File: src/shared/cpr_pkg.sv
// Purpose: Constants and types of the panel and output routing block
// Assumes: 10 MHz clock, keys active high, sixteen-bit register port
// Notes: Times are kept in ms, cycle counts derive from the clock rate
// Behaviour
// - A/M key press toggles auto and manual
// - Short display press advances to next parameter
// - Long display press opens the mode menu
// - Up key press steps shown value up
// - Down key press steps shown value down
// - Control output indicators follow their outputs
// - Aux indicator follows its output
// - Manual indicator lit during manual operation
// - Halted indicator lit while control stopped
// - Remote indicator lit during remote operation
// - Tuning indicator flashes while auto-tuning
// - Control and aux outputs held off five seconds after power
// - Exactly one input type active
// - Control outputs take heat, cool, alarms, loop break
// - Aux output takes alarms, loop break, errors
// - Heat-cool operation routes cool to a control output
// - Transfer output carries one of five sources
// - Transfer scaling between limits, inverted allowed
// - Setup-type modes reset control, outputs off
package cpr_pkg;
	localparam int CLK_HZ = 10_000_000;
	localparam int CYC_PER_MS = CLK_HZ / 1000;
	localparam int LONG_PRESS_MS = 1000;
	localparam int POWER_HOLD_MS = 5000;
	localparam int DEBOUNCE_MS = 20;
	localparam int FLASH_MS = 500;
	localparam int LONG_PRESS_CYC = LONG_PRESS_MS * CYC_PER_MS;
	localparam int POWER_HOLD_CYC = POWER_HOLD_MS * CYC_PER_MS;
	localparam int DEBOUNCE_CYC = DEBOUNCE_MS * CYC_PER_MS;
	localparam int FLASH_CYC = FLASH_MS * CYC_PER_MS;
	localparam int CNT_W = 26;
	// Register indices
	localparam logic [3:0] REG_CTRL = 4'h0;
	localparam logic [3:0] REG_ASSIGN = 4'h1;
	localparam logic [3:0] REG_XSEL = 4'h2;
	localparam logic [3:0] REG_XLO = 4'h3;
	localparam logic [3:0] REG_XHI = 4'h4;
	localparam logic [3:0] REG_STAT = 4'h5;
	localparam logic [3:0] REG_PANEL = 4'h6;
	localparam logic [3:0] REG_VALUE = 4'h7;
	// Control register fields
	localparam int CTRL_STOP = 0;
	localparam int CTRL_FAR = 1;
	localparam int CTRL_IN = 2;
	localparam logic [1:0] IN_TEMP = 2'h0;
	localparam logic [1:0] IN_VOLT = 2'h1;
	localparam logic [1:0] IN_CURR = 2'h2;
	localparam logic [1:0] IN_BAD = 2'h3;
	// Key positions in the key vector
	localparam int KEY_AM = 0;
	localparam int KEY_DISP = 1;
	localparam int KEY_UP = 2;
	localparam int KEY_DN = 3;
	// Output function codes
	localparam logic [2:0] FN_HEAT = 3'h0;
	localparam logic [2:0] FN_COOL = 3'h1;
	localparam logic [2:0] FN_ALM1 = 3'h2;
	localparam logic [2:0] FN_ALM2 = 3'h3;
	localparam logic [2:0] FN_ALM3 = 3'h4;
	localparam logic [2:0] FN_LBA = 3'h5;
	localparam logic [2:0] FN_INERR = 3'h6;
	localparam logic [2:0] FN_CVERR = 3'h7;
	// Transfer source codes
	localparam logic [2:0] SRC_TV = 3'h0;
	localparam logic [2:0] SRC_RAMP = 3'h1;
	localparam logic [2:0] SRC_PV = 3'h2;
	localparam logic [2:0] SRC_HMV = 3'h3;
	localparam logic [2:0] SRC_CMV = 3'h4;
	typedef struct packed {
		logic hc;
		logic [2:0] aux;
		logic [2:0] b;
		logic [2:0] a;
	} cpr_asg_t;
	typedef struct packed {
		logic conv_err;
		logic in_err;
		logic loop_break_alarm;
		logic [2:0] alarm;
		logic cool;
		logic heat;
	} cpr_fn_t;
	typedef struct packed {
		logic [15:0] cool_mv;
		logic [15:0] heat_mv;
		logic [15:0] pv;
		logic [15:0] ramp_target;
		logic [15:0] target_value;
	} cpr_src_t;
	typedef enum logic [2:0] {MD_LV0, MD_LV1, MD_LV2, MD_SETUP, MD_EXP, MD_OPT, MD_CAL} cpr_mode_t;
	typedef enum logic {PS_RUN, PS_MENU} cpr_panel_t;
	// Values after reset
	localparam cpr_asg_t ASG_RST = '{hc: 1'b0, aux: FN_ALM2, b: FN_ALM1, a: FN_HEAT};
	localparam logic [2:0] XSEL_RST = SRC_TV;
	localparam logic [15:0] XLO_RST = 16'h0000;
	localparam logic [15:0] XHI_RST = 16'hffff;
	localparam logic [15:0] VALUE_RST = 16'h0000;
endpackage : cpr_pkg

File: src/verilog/cpr_panel.sv
// Purpose: Front panel keys, indicators, output routing and transfer output
// Assumes: Keys are raw pins, active high; function and source inputs share clk
// Notes: Read data stand only in the cycle after the read strobe
`timescale 1ns/1ns

// Key synchroniser and debouncer
module cpr_key
	import cpr_pkg::*;
#(
	parameter int DEB_CYC = 16
) (
	input wire logic clk,
	input wire logic rst_n,
	input wire logic pin,
	output logic level,
	output logic press,
	output logic rel
);
	logic sync_a;
	logic sync_b;
	logic [CNT_W-1:0] cnt;

	// Two-stage synchroniser
	always_ff @(posedge clk or negedge rst_n) begin
		if (!rst_n) begin
			sync_a <= 1'b0;
			sync_b <= 1'b0;
		end else begin
			sync_a <= pin;
			sync_b <= sync_a;
		end
	end

	// New level taken once it has held for the debounce time
	always_ff @(posedge clk or negedge rst_n) begin
		if (!rst_n) begin
			cnt <= '0;
			level <= 1'b0;
			press <= 1'b0;
			rel <= 1'b0;
		end else begin
			press <= 1'b0;
			rel <= 1'b0;
			if (sync_b == level) begin
				cnt <= '0;
			end else if (cnt >= CNT_W'(DEB_CYC - 1)) begin
				cnt <= '0;
				level <= sync_b;
				press <= sync_b;
				rel <= ~sync_b;
			end else begin
				cnt <= cnt + 1'b1;
			end
		end
	end
endmodule : cpr_key

// Panel decoding, indicators, output routing and transfer scaling
module cpr_panel
	import cpr_pkg::*;
#(
	parameter int LONG_CYC = LONG_PRESS_CYC,
	parameter int HOLD_CYC = POWER_HOLD_CYC,
	parameter int DEB_CYC = DEBOUNCE_CYC,
	parameter int FLASH_HALF = FLASH_CYC
) (
	input wire logic clk,
	input wire logic rstn,
	input wire logic [3:0] keys,
	input wire cpr_fn_t fn,
	input wire logic tune_active,
	input wire cpr_src_t src,
	input wire logic [3:0] addr,
	input wire logic [15:0] wdata,
	input wire logic wr,
	input wire logic rd,
	output logic [15:0] rdata,
	output logic ctl_out_a,
	output logic ctl_out_b,
	output logic aux_out,
	output logic ctl_out_a_ind,
	output logic ctl_out_b_ind,
	output logic aux_out_ind,
	output logic hand_op_ind,
	output logic halt_ind,
	output logic far_op_ind,
	output logic self_tune_ind,
	output logic ctl_reset,
	output logic [2:0] input_sel,
	output logic [15:0] xfer_out
);
	logic rst_a;
	logic rst_n;
	logic [3:0] kl;
	logic [3:0] kp;
	logic [3:0] kr;
	logic [CNT_W-1:0] dur;
	logic long_hit;
	cpr_panel_t state;
	cpr_mode_t mode;
	cpr_mode_t pick;
	logic [3:0] pidx;
	logic [15:0] value;
	logic hand;
	logic stop;
	logic far;
	logic [1:0] in_type;
	cpr_asg_t asg;
	cpr_asg_t wasg;
	logic [2:0] xsel;
	logic [15:0] xlo;
	logic [15:0] xhi;
	logic [CNT_W-1:0] hcnt;
	logic hold;
	logic [CNT_W-1:0] fcnt;
	logic phase;
	logic off;
	logic [15:0] sel_val;
	logic signed [16:0] span;
	logic signed [33:0] prod;
	logic signed [17:0] res;
	logic [15:0] next_rdata;

	// Reset release through two flip-flops
	always_ff @(posedge clk or negedge rstn) begin
		if (!rstn) begin
			rst_a <= 1'b0;
			rst_n <= 1'b0;
		end else begin
			rst_a <= 1'b1;
			rst_n <= rst_a;
		end
	end

	// One debouncer per key
	for (genvar k = 0; k < 4; k++) begin : g_key
		cpr_key #(.DEB_CYC(DEB_CYC)) u_key (
			.clk(clk),
			.rst_n(rst_n),
			.pin(keys[k]),
			.level(kl[k]),
			.press(kp[k]),
			.rel(kr[k])
		);
	end

	// Display key hold time, saturating at the threshold
	assign long_hit = dur >= CNT_W'(LONG_CYC);
	always_ff @(posedge clk or negedge rst_n) begin
		if (!rst_n) begin
			dur <= '0;
		end else if (kp[KEY_DISP]) begin
			dur <= '0;
		end else if (kl[KEY_DISP] && !long_hit) begin
			dur <= dur + 1'b1;
		end
	end

	// Menu and parameter selection
	always_ff @(posedge clk or negedge rst_n) begin
		if (!rst_n) begin
			state <= PS_RUN;
			mode <= MD_LV0;
			pick <= MD_LV0;
			pidx <= '0;
		end else begin
			unique case (state)
				PS_RUN: begin
					if (kr[KEY_DISP] && long_hit) begin
						state <= PS_MENU;
						pick <= mode;
					end else if (kr[KEY_DISP]) begin
						pidx <= pidx + 1'b1;
					end
				end
				PS_MENU: begin
					if (kp[KEY_UP]) begin
						pick <= (pick == MD_CAL) ? MD_LV0 : cpr_mode_t'(3'(pick + 3'h1));
					end else if (kp[KEY_DN]) begin
						pick <= (pick == MD_LV0) ? MD_CAL : cpr_mode_t'(3'(pick - 3'h1));
					end else if (kr[KEY_DISP] && !long_hit) begin
						mode <= pick;
						state <= PS_RUN;
						pidx <= '0;
					end
				end
			endcase
		end
	end

	// Value on the second display, bus write first
	always_ff @(posedge clk or negedge rst_n) begin
		if (!rst_n) begin
			value <= VALUE_RST;
		end else if (wr && addr == REG_VALUE) begin
			value <= wdata;
		end else if (state == PS_RUN && kp[KEY_UP]) begin
			value <= value + 16'h0001;
		end else if (state == PS_RUN && kp[KEY_DN]) begin
			value <= value - 16'h0001;
		end
	end

	// Auto and manual toggle
	always_ff @(posedge clk or negedge rst_n) begin
		if (!rst_n) begin
			hand <= 1'b0;
		end else if (kp[KEY_AM]) begin
			hand <= ~hand;
		end
	end

	// Control register, undefined input type refused
	always_ff @(posedge clk or negedge rst_n) begin
		if (!rst_n) begin
			stop <= 1'b0;
			far <= 1'b0;
			in_type <= IN_TEMP;
		end else if (wr && addr == REG_CTRL) begin
			stop <= wdata[CTRL_STOP];
			far <= wdata[CTRL_FAR];
			if (wdata[CTRL_IN+:2] != IN_BAD) begin
				in_type <= wdata[CTRL_IN+:2];
			end
		end
	end

	// Assignment write taken whole or refused whole
	assign wasg = cpr_asg_t'(wdata[9:0]);
	always_ff @(posedge clk or negedge rst_n) begin
		if (!rst_n) begin
			asg <= ASG_RST;
		end else if (wr && addr == REG_ASSIGN
			&& wasg.a <= FN_LBA && wasg.b <= FN_LBA
			&& wasg.aux >= FN_ALM1
			&& (!wasg.hc || wasg.a == FN_COOL || wasg.b == FN_COOL)) begin
			asg <= wasg;
		end
	end

	// Transfer source and limits
	always_ff @(posedge clk or negedge rst_n) begin
		if (!rst_n) begin
			xsel <= XSEL_RST;
			xlo <= XLO_RST;
			xhi <= XHI_RST;
		end else if (wr) begin
			if (addr == REG_XSEL && wdata[2:0] <= SRC_CMV) begin
				xsel <= wdata[2:0];
			end
			if (addr == REG_XLO) begin
				xlo <= wdata;
			end
			if (addr == REG_XHI) begin
				xhi <= wdata;
			end
		end
	end

	// Power-on output hold
	always_ff @(posedge clk or negedge rst_n) begin
		if (!rst_n) begin
			hcnt <= '0;
			hold <= 1'b1;
		end else if (hold) begin
			hcnt <= hcnt + 1'b1;
			hold <= hcnt < CNT_W'(HOLD_CYC - 1);
		end
	end

	// Control reset in setup-type modes
	always_ff @(posedge clk or negedge rst_n) begin
		if (!rst_n) begin
			ctl_reset <= 1'b0;
		end else begin
			unique case (mode)
				MD_LV0, MD_LV1, MD_LV2: ctl_reset <= 1'b0;
				MD_SETUP, MD_EXP, MD_OPT, MD_CAL: ctl_reset <= 1'b1;
				default: ctl_reset <= 1'b1;
			endcase
		end
	end

	// Pick the function for one output
	function automatic logic route(logic [2:0] code, cpr_fn_t f);
		logic r;
		r = 1'b0;
		unique case (code)
			FN_HEAT: r = f.heat;
			FN_COOL: r = f.cool;
			FN_ALM1: r = f.alarm[0];
			FN_ALM2: r = f.alarm[1];
			FN_ALM3: r = f.alarm[2];
			FN_LBA: r = f.loop_break_alarm;
			FN_INERR: r = f.in_err;
			FN_CVERR: r = f.conv_err;
		endcase
		return r;
	endfunction : route

	// Routed outputs, forced off by hold or control reset
	assign off = hold | ctl_reset;
	always_ff @(posedge clk or negedge rst_n) begin
		if (!rst_n) begin
			ctl_out_a <= 1'b0;
			ctl_out_b <= 1'b0;
			aux_out <= 1'b0;
		end else begin
			ctl_out_a <= !off && route(asg.a, fn);
			ctl_out_b <= !off && route(asg.b, fn);
			aux_out <= !off && route(asg.aux, fn);
		end
	end

	// Flash phase for the tuning indicator
	always_ff @(posedge clk or negedge rst_n) begin
		if (!rst_n) begin
			fcnt <= '0;
			phase <= 1'b0;
		end else if (fcnt >= CNT_W'(FLASH_HALF - 1)) begin
			fcnt <= '0;
			phase <= ~phase;
		end else begin
			fcnt <= fcnt + 1'b1;
		end
	end

	// Indicators and input selection
	always_ff @(posedge clk or negedge rst_n) begin
		if (!rst_n) begin
			ctl_out_a_ind <= 1'b0;
			ctl_out_b_ind <= 1'b0;
			aux_out_ind <= 1'b0;
			hand_op_ind <= 1'b0;
			halt_ind <= 1'b0;
			far_op_ind <= 1'b0;
			self_tune_ind <= 1'b0;
			input_sel <= 3'h1;
		end else begin
			ctl_out_a_ind <= ctl_out_a;
			ctl_out_b_ind <= ctl_out_b;
			aux_out_ind <= aux_out;
			hand_op_ind <= hand;
			halt_ind <= stop;
			far_op_ind <= far;
			self_tune_ind <= tune_active && phase;
			input_sel <= 3'(3'h1 << in_type);
		end
	end

	// Transfer output, source stage then scaling stage
	assign span = $signed({1'b0, xhi}) - $signed({1'b0, xlo});
	assign prod = span * $signed({1'b0, sel_val});
	assign res = $signed({2'b00, xlo}) + prod[33:16];
	always_ff @(posedge clk or negedge rst_n) begin
		if (!rst_n) begin
			sel_val <= 16'h0000;
			xfer_out <= 16'h0000;
		end else begin
			unique case (xsel)
				SRC_RAMP: sel_val <= src.ramp_target;
				SRC_PV: sel_val <= src.pv;
				SRC_HMV: sel_val <= src.heat_mv;
				SRC_CMV: sel_val <= src.cool_mv;
				default: sel_val <= src.target_value;
			endcase
			xfer_out <= res[15:0];
		end
	end

	// Register read mux
	always_comb begin
		next_rdata = 16'h0000;
		unique case (addr)
			REG_CTRL: next_rdata = {12'h000, in_type, far, stop};
			REG_ASSIGN: next_rdata = {6'h00, asg};
			REG_XSEL: next_rdata = {13'h0000, xsel};
			REG_XLO: next_rdata = xlo;
			REG_XHI: next_rdata = xhi;
			REG_STAT: next_rdata = {6'h00, hold, ctl_reset, state, mode, hand,
				aux_out, ctl_out_b, ctl_out_a};
			REG_PANEL: next_rdata = {9'h000, pick, pidx};
			REG_VALUE: next_rdata = value;
			default: next_rdata = 16'h0000;
		endcase
	end

	// Read data for one cycle after the strobe
	always_ff @(posedge clk or negedge rst_n) begin
		if (!rst_n) begin
			rdata <= 16'h0000;
		end else begin
			rdata <= rd ? next_rdata : 16'h0000;
		end
	end
endmodule : cpr_panel

File: config.mk
export PLATFORM = sky130hd
export DESIGN_NAME = cpr_panel
export DESIGN_NICKNAME = d
export VERILOG_FILES = /design/src/shared/cpr_pkg.sv /design/src/verilog/cpr_panel.sv
export SDC_FILE = /design/constraint.sdc
export NUM_CORES = 1
export LEC_CHECK = 0
export BUFFER_PORTS_ARGS = -buffer_cell sky130_fd_sc_hd__buf_2
export CORE_MARGIN = 3
export CORE_UTILIZATION = 35
export CTS_BUF_LIST = sky130_fd_sc_hd__clkbuf_4
export DETAILED_ROUTE_END_ITERATION = 16
export RECOVER_POWER = 100
export REMOVE_ABC_BUFFERS = 1
export SYNTH_ARGS = -nofsm -noshare
export SYNTH_HDL_FRONTEND = slang
export SYNTH_SLANG_ARGS = --single-unit
File: constraint.sdc
create_clock -name clk -period 13.3 [get_ports clk]
set_input_delay 1.33 -clock clk [delete_from_list [all_inputs] [get_ports clk]]
set_output_delay 1.33 -clock clk [all_outputs]
set_load 0.03 [all_outputs]
* After elaboration in Yosys (flattened, before gate mapping) *
Index checks and enable logic that the tools add are counted.

operators by class
  multiply operators = 1
  magnitude comparators = 11
  multiplexer cells = 49
  shift-type cells = 1
  bitwise operators = 11
  add/subtract/negate cells = 14
  equality and inequality tests = 49
  reductions and logical operators = 42

operator list
  kind                                                   count
  two-way mux 26 bit                                     11
  adder 26 x 1 -> 26 bit, second input constant          7
  one-hot mux 16 bit (8 select lines)                    1
  >= comparator 26 x 18 -> 1 bit, second input constant  4
  two-way mux 16 bit                                     4
  one-hot mux 16 bit (4 select lines)                    1
  == test 3 bit, second input constant                   14
  multiplier 17 x 17 -> 32 bit                           1
  == test 3 x 2 -> 1 bit, second input constant          9
  >= comparator 26 x 23 -> 1 bit, second input constant  1
  >= comparator 26 x 24 -> 1 bit, second input constant  1
  < comparator 26 bit, second input constant             1
  one-hot mux 1 bit (8 select lines)                     3
  == test 3 x 1 -> 1 bit, second input constant          7
  two-way mux 4 bit                                      5
  AND reduction 2 bit                                    9
  logical AND 1 bit                                      17
  subtractor 16 x 16 -> 17 bit                           1
  adder 16 x 1 -> 16 bit, second input constant          1
  adder 16 bit                                           1
  == test 4 x 3 -> 1 bit, second input constant          4
  two-way mux 1 bit                                      16
  subtractor 16 x 1 -> 16 bit, second input constant     1
  zero test 3 bit                                        5
  26 further kinds                                       53

word-level totals
  register bits after elaboration = 342
  word-level logic and storage cells = 237
  input port bits = 117
  output and inout port bits = 46

* Longest topological paths before layout *
  depth after elaboration = 7
  depth in mapped cells = 42
  depth with buffers taken out = 42

* Cells and area by module *
From an unflattened synthesis, not the netlist that was laid out.

second synthesis, totals
  cells, all modules = 2814
  area, all modules = 27482.6 um^2

by module, submodules not included
  module     seq. area each (um^2)  times used  area an instance (um^2)  cells each
  cpr_panel  5556.6                 1           22307.6                  2358
  cpr_key    775.7                  4           1293.7                   114

* Worst setup path after synthesis *
OpenSTA, ideal clock, no wires.

  kind = reg2reg
  start = register xhi[0]
  end = register xfer_out[14]
  path slack = 4.099 ns
  data required time = 13.220 ns
  arrival = 9.121 ns
  setup time = 0.080 ns
  period minus slack after synthesis = 9.201 ns
  path buffers = 1
  cell stages (with the launch flop) = 41
  cell sequence = dfstp_2 -> inv_1 -> ha_1 -> fa_1 -> nor2b_1 -> o31a_1 -> nand2b_1 -> a221oi_2 -> nand2b_1 -> nand2b_1 -> a21oi_1 -> xnor2_1 -> clkbuf_1 -> and2_1 -> fa_1 -> inv_1 -> fa_1 -> fa_1 -> [5 not listed] -> inv_1 -> ha_1 -> and3_1 -> a221o_1 -> o31a_1 -> o21ai_0 -> nand2b_1 -> xor2_1 -> ha_1 -> a21o_1 -> a21oi_1 -> o21ai_0 -> a211oi_1 -> o31ai_1 -> o41a_1 -> a21o_1 -> a21oi_1 -> xnor2_1

between the ends
  longest elaborated chain between the ends = 3

RTL lines
  element                       RTL line          RTL
  from (decl)                   cpr_panel.sv:112  logic [15:0] xhi;
  from (signal assigned)        cpr_panel.sv:255  xhi <= wdata;
  subtractor 16 x 16 -> 17 bit  cpr_panel.sv:352  assign span = $signed({1'b0, xhi}) - $signed({1'b0, xlo});
  multiplier 17 x 17 -> 32 bit  cpr_panel.sv:353  assign prod = span * $signed({1'b0, sel_val});
  adder 16 bit                  cpr_panel.sv:354  assign res = $signed({2'b00, xlo}) + prod[33:16];
  named net res[14]             cpr_panel.sv:121  logic signed [17:0] res;
  to (signal assigned)          cpr_panel.sv:367  xfer_out <= res[15:0];
  to (decl)                     cpr_panel.sv:90   output logic [15:0] xfer_out

The timed path passes the listed nets, and every way through them passes these cells.
A chain may end at the register's enable or synchronous reset.

* Final worst setup path *
  start = register xlo[1]
  end = register xfer_out[14]

between the ends
  longest elaborated chain between the ends = 3

RTL lines
  element                       RTL line          RTL
  from (decl)                   cpr_panel.sv:111  logic [15:0] xlo;
  from (signal assigned)        cpr_panel.sv:252  xlo <= wdata;
  subtractor 16 x 16 -> 17 bit  cpr_panel.sv:352
  multiplier 17 x 17 -> 32 bit  cpr_panel.sv:353
  adder 16 bit *                cpr_panel.sv:354
  named net res[14]             cpr_panel.sv:121

Mark *: on every way through the listed nets, which the timed path passes. The rest lies on a longest branch.

==> results_dict.tcl <==
set metrics [dict create \
    status "complete, but fails checks" \
    violations "max-capacitance violations, max-slew violations" \
    ys.flop_type "dfrtp_1" \
    synthCells 2734 \
    arrival_ps 11220 \
    antenna_found_initial 10 \
    synth_common_cells "388 x inv_1, 321 x dfrtp_1, 268 x fa_1" \
    syn_to_final_growth_pct 11.2 \
    critical_path_class "register to register" \
    fill_cells 7555 \
    clock-sinks 342 \
    rr_worst_depth 39 \
    multi_input_area_mm2 0.0165 \
    cp_max_fo 16 \
    synth_warnings 0 \
    drt_iter0_drc 1065 \
    whs_ps 309 \
    synth_seq_cells 342 \
    post-route-period-util 0.786 \
    cts_tree "done" \
    port_buffers 162 \
    yosysUniqueCellTypes 71 \
    grt_usage 0.169 \
    grt_pass1_wl_mm 107 \
    max_stage_delay_ps 780 \
    cp-start-kind "register" \
    clock_latency_ps 830 \
    setup_viol 0 \
    crit_required_ps 14060 \
    synth-edff-count 0 \
    drv_cap 5 \
    wl_per_cell_um 16.4 \
    slew_headroom -1.33 \
    clockBufferDepth 3 \
    rrSetupSlack_ps 2840 \
    r2r-start "xlo[1]" \
    fmaxAchievable_ghz 0.0956 \
    root_buffer "clkbuf_4" \
    antenna_left 0 \
    grt-ovfl-total 0 \
    finalNetCount 3477 \
    fp.dieH_um 283 \
    hold_buffers 0 \
    final_util 0.397 \
    cp_common_cell "fa_1" \
    grt_pass1_vias 20174 \
    fin_ws_ps 2840 \
    grt_max_degree 197 \
    critPathSlowestCell "clkbuf_1" \
    dp_hpwl_mm 48.9 \
    setup_tns_ps 0 \
    drc 0 \
    yosys.area.top_type "dfrtp_1" \
    cts_resized 0 \
    reg2reg_to "xfer_out[14]" \
    die-area_mm2 0.0799 \
    hp-class "input pin to asynchronous set/reset pin" \
    ioPinCount 163 \
    fin_crit_ps 10460 \
    drt-total-wl_mm 65.4 \
    regArea_mm2 0.00858 \
    initial_core_util 0.357 \
    hold_viol_final 0 \
    vias 19568 \
    syn-cell-area_mm2 0.0268 \
    critPathCaptureType "register" \
    first_pass_iters 6 \
    synthTopCellsByArea "dfrtp_1 30%, fa_1 20%, ha_1 6.6%" \
    place_congestion 0.850 \
    cts.htree.levels 3 \
    rsz0062_at_grt "false" \
    drive_above_1_share 0.119 \
    finClkSkew_ps 70.0 \
    place_ws_ps 3200 \
    slew_violations 198 \
    vias_per_cell 4.91 \
    clkTransAtPathRegs_ps 70 \
    async_flop_share 1.00 \
    syn_avg_cell_area_um2 9.80 \
    cts_setup_buffers 0 \
    worstMarginPinSlew_ps 3500 \
    synth_most_common_cell "inv_1" \
    yosysTopAreaCellShare 0.300 \
    cts_buffers 88 \
    coreArea_mm2 0.0751 \
    rows 100 \
    yosysSeqAreaShare 0.321 \
    die_w_um 283 \
]
[worst max-delay path: cells and delay by family, from the launching register on]
kind | cells | cell delay (ps)
xor gates and xnor gates | 2 | 270
and+or+nand+nor | 6 | 1170
DFF | 1 | 510
adders and majority gates | 10 | 4040
AOI/OAI and AO/OA | 15 | 3360
buffers and inverters | 6 | 1090
[placed cells by master, fill, tap and decap left out, drive strengths merged, types with 92 or more instances in the layout]
cell,netlist,layout
inv,388,392
dfrtp,321,321
fa,268,268
nand2,251,251
nor2,234,234
clkbuf,91,181
ha,142,142
buf,5,131
and2,117,117
xnor2,109,109
a21oi,92,92
[per-layer routing]
metal	routed length (µm)	track usage	vias to the layer above
li1	-	-	9349
met2	31100	0.276	435
met3	3820	0.0340	95
met5	27	0	-
met4	1520	0.0522	4
met1	28900	0.227	9685
[through the flow]
| stage | instances | area (µm²) |
|---|---|---|
| 2_1_floorplan | 2672 | 26500 |
| 3_3_place_gp | 3829 | 28800 |
| 3_5_place_dp | 3829 | 28800 |
| 4_1_cts | 3979 | 29900 |
| 5_1_grt | 3983 | 29800 |
| 6_report | 3987 | 29800 |
[worst max path at each step]
stage / end / from / slack, ps / cells past startpoint
detailed placement: xfer_out[14] / xlo[1] / 3200 / 41
floorplan: asg[0] / rst_n / 3100 / 0
finish: xfer_out[14] / xlo[1] / 2840 / 39
global route: xfer_out[14] / xlo[1] / 2110 / 39
CTS: xfer_out[14] / xlo[1] / 3250 / 41
global placement: xfer_out[14] / xlo[1] / 3300 / 41
[cell families after synthesis]
logic type / after synthesis / share of synthesized area
buffers and inverters: 484 / 0.0679
xor gates and xnor gates: 195 / 0.0638
DFF: 342 / 0.321
other: 2 / 0.000280
muxes: 74 / 0.0334
AOI/OAI and AO/OA: 323 / 0.0844
and+or+nand+nor: 904 / 0.163
adders and majority gates: 410 / 0.267
[flip-flops by register name, indices dropped and copies added (netlist names), 10 cells and up]
register         cells
xfer_out            16
hcnt                26
asg                 10
dur                 26
xhi                 16
value               16
fcnt                26
g_key.u_key.cnt    104
xlo                 16
rdata               16
sel_val             16
[cell type report]
class                           instances  area share
Antenna cell                            8    0.000672
Inverter                              388      0.0489
Clock buffer                          124      0.0313
Sequential cell                       342       0.288
Multi-Input combinational cell       1942       0.554
Clock inverter                         26     0.00513
Timing Repair Buffer                  188      0.0312
Tap cell                              969      0.0407
Power is left out: the tool's default activity adds up to more than one toggle a clock period on the data nets, which glitch-free logic cannot reach.
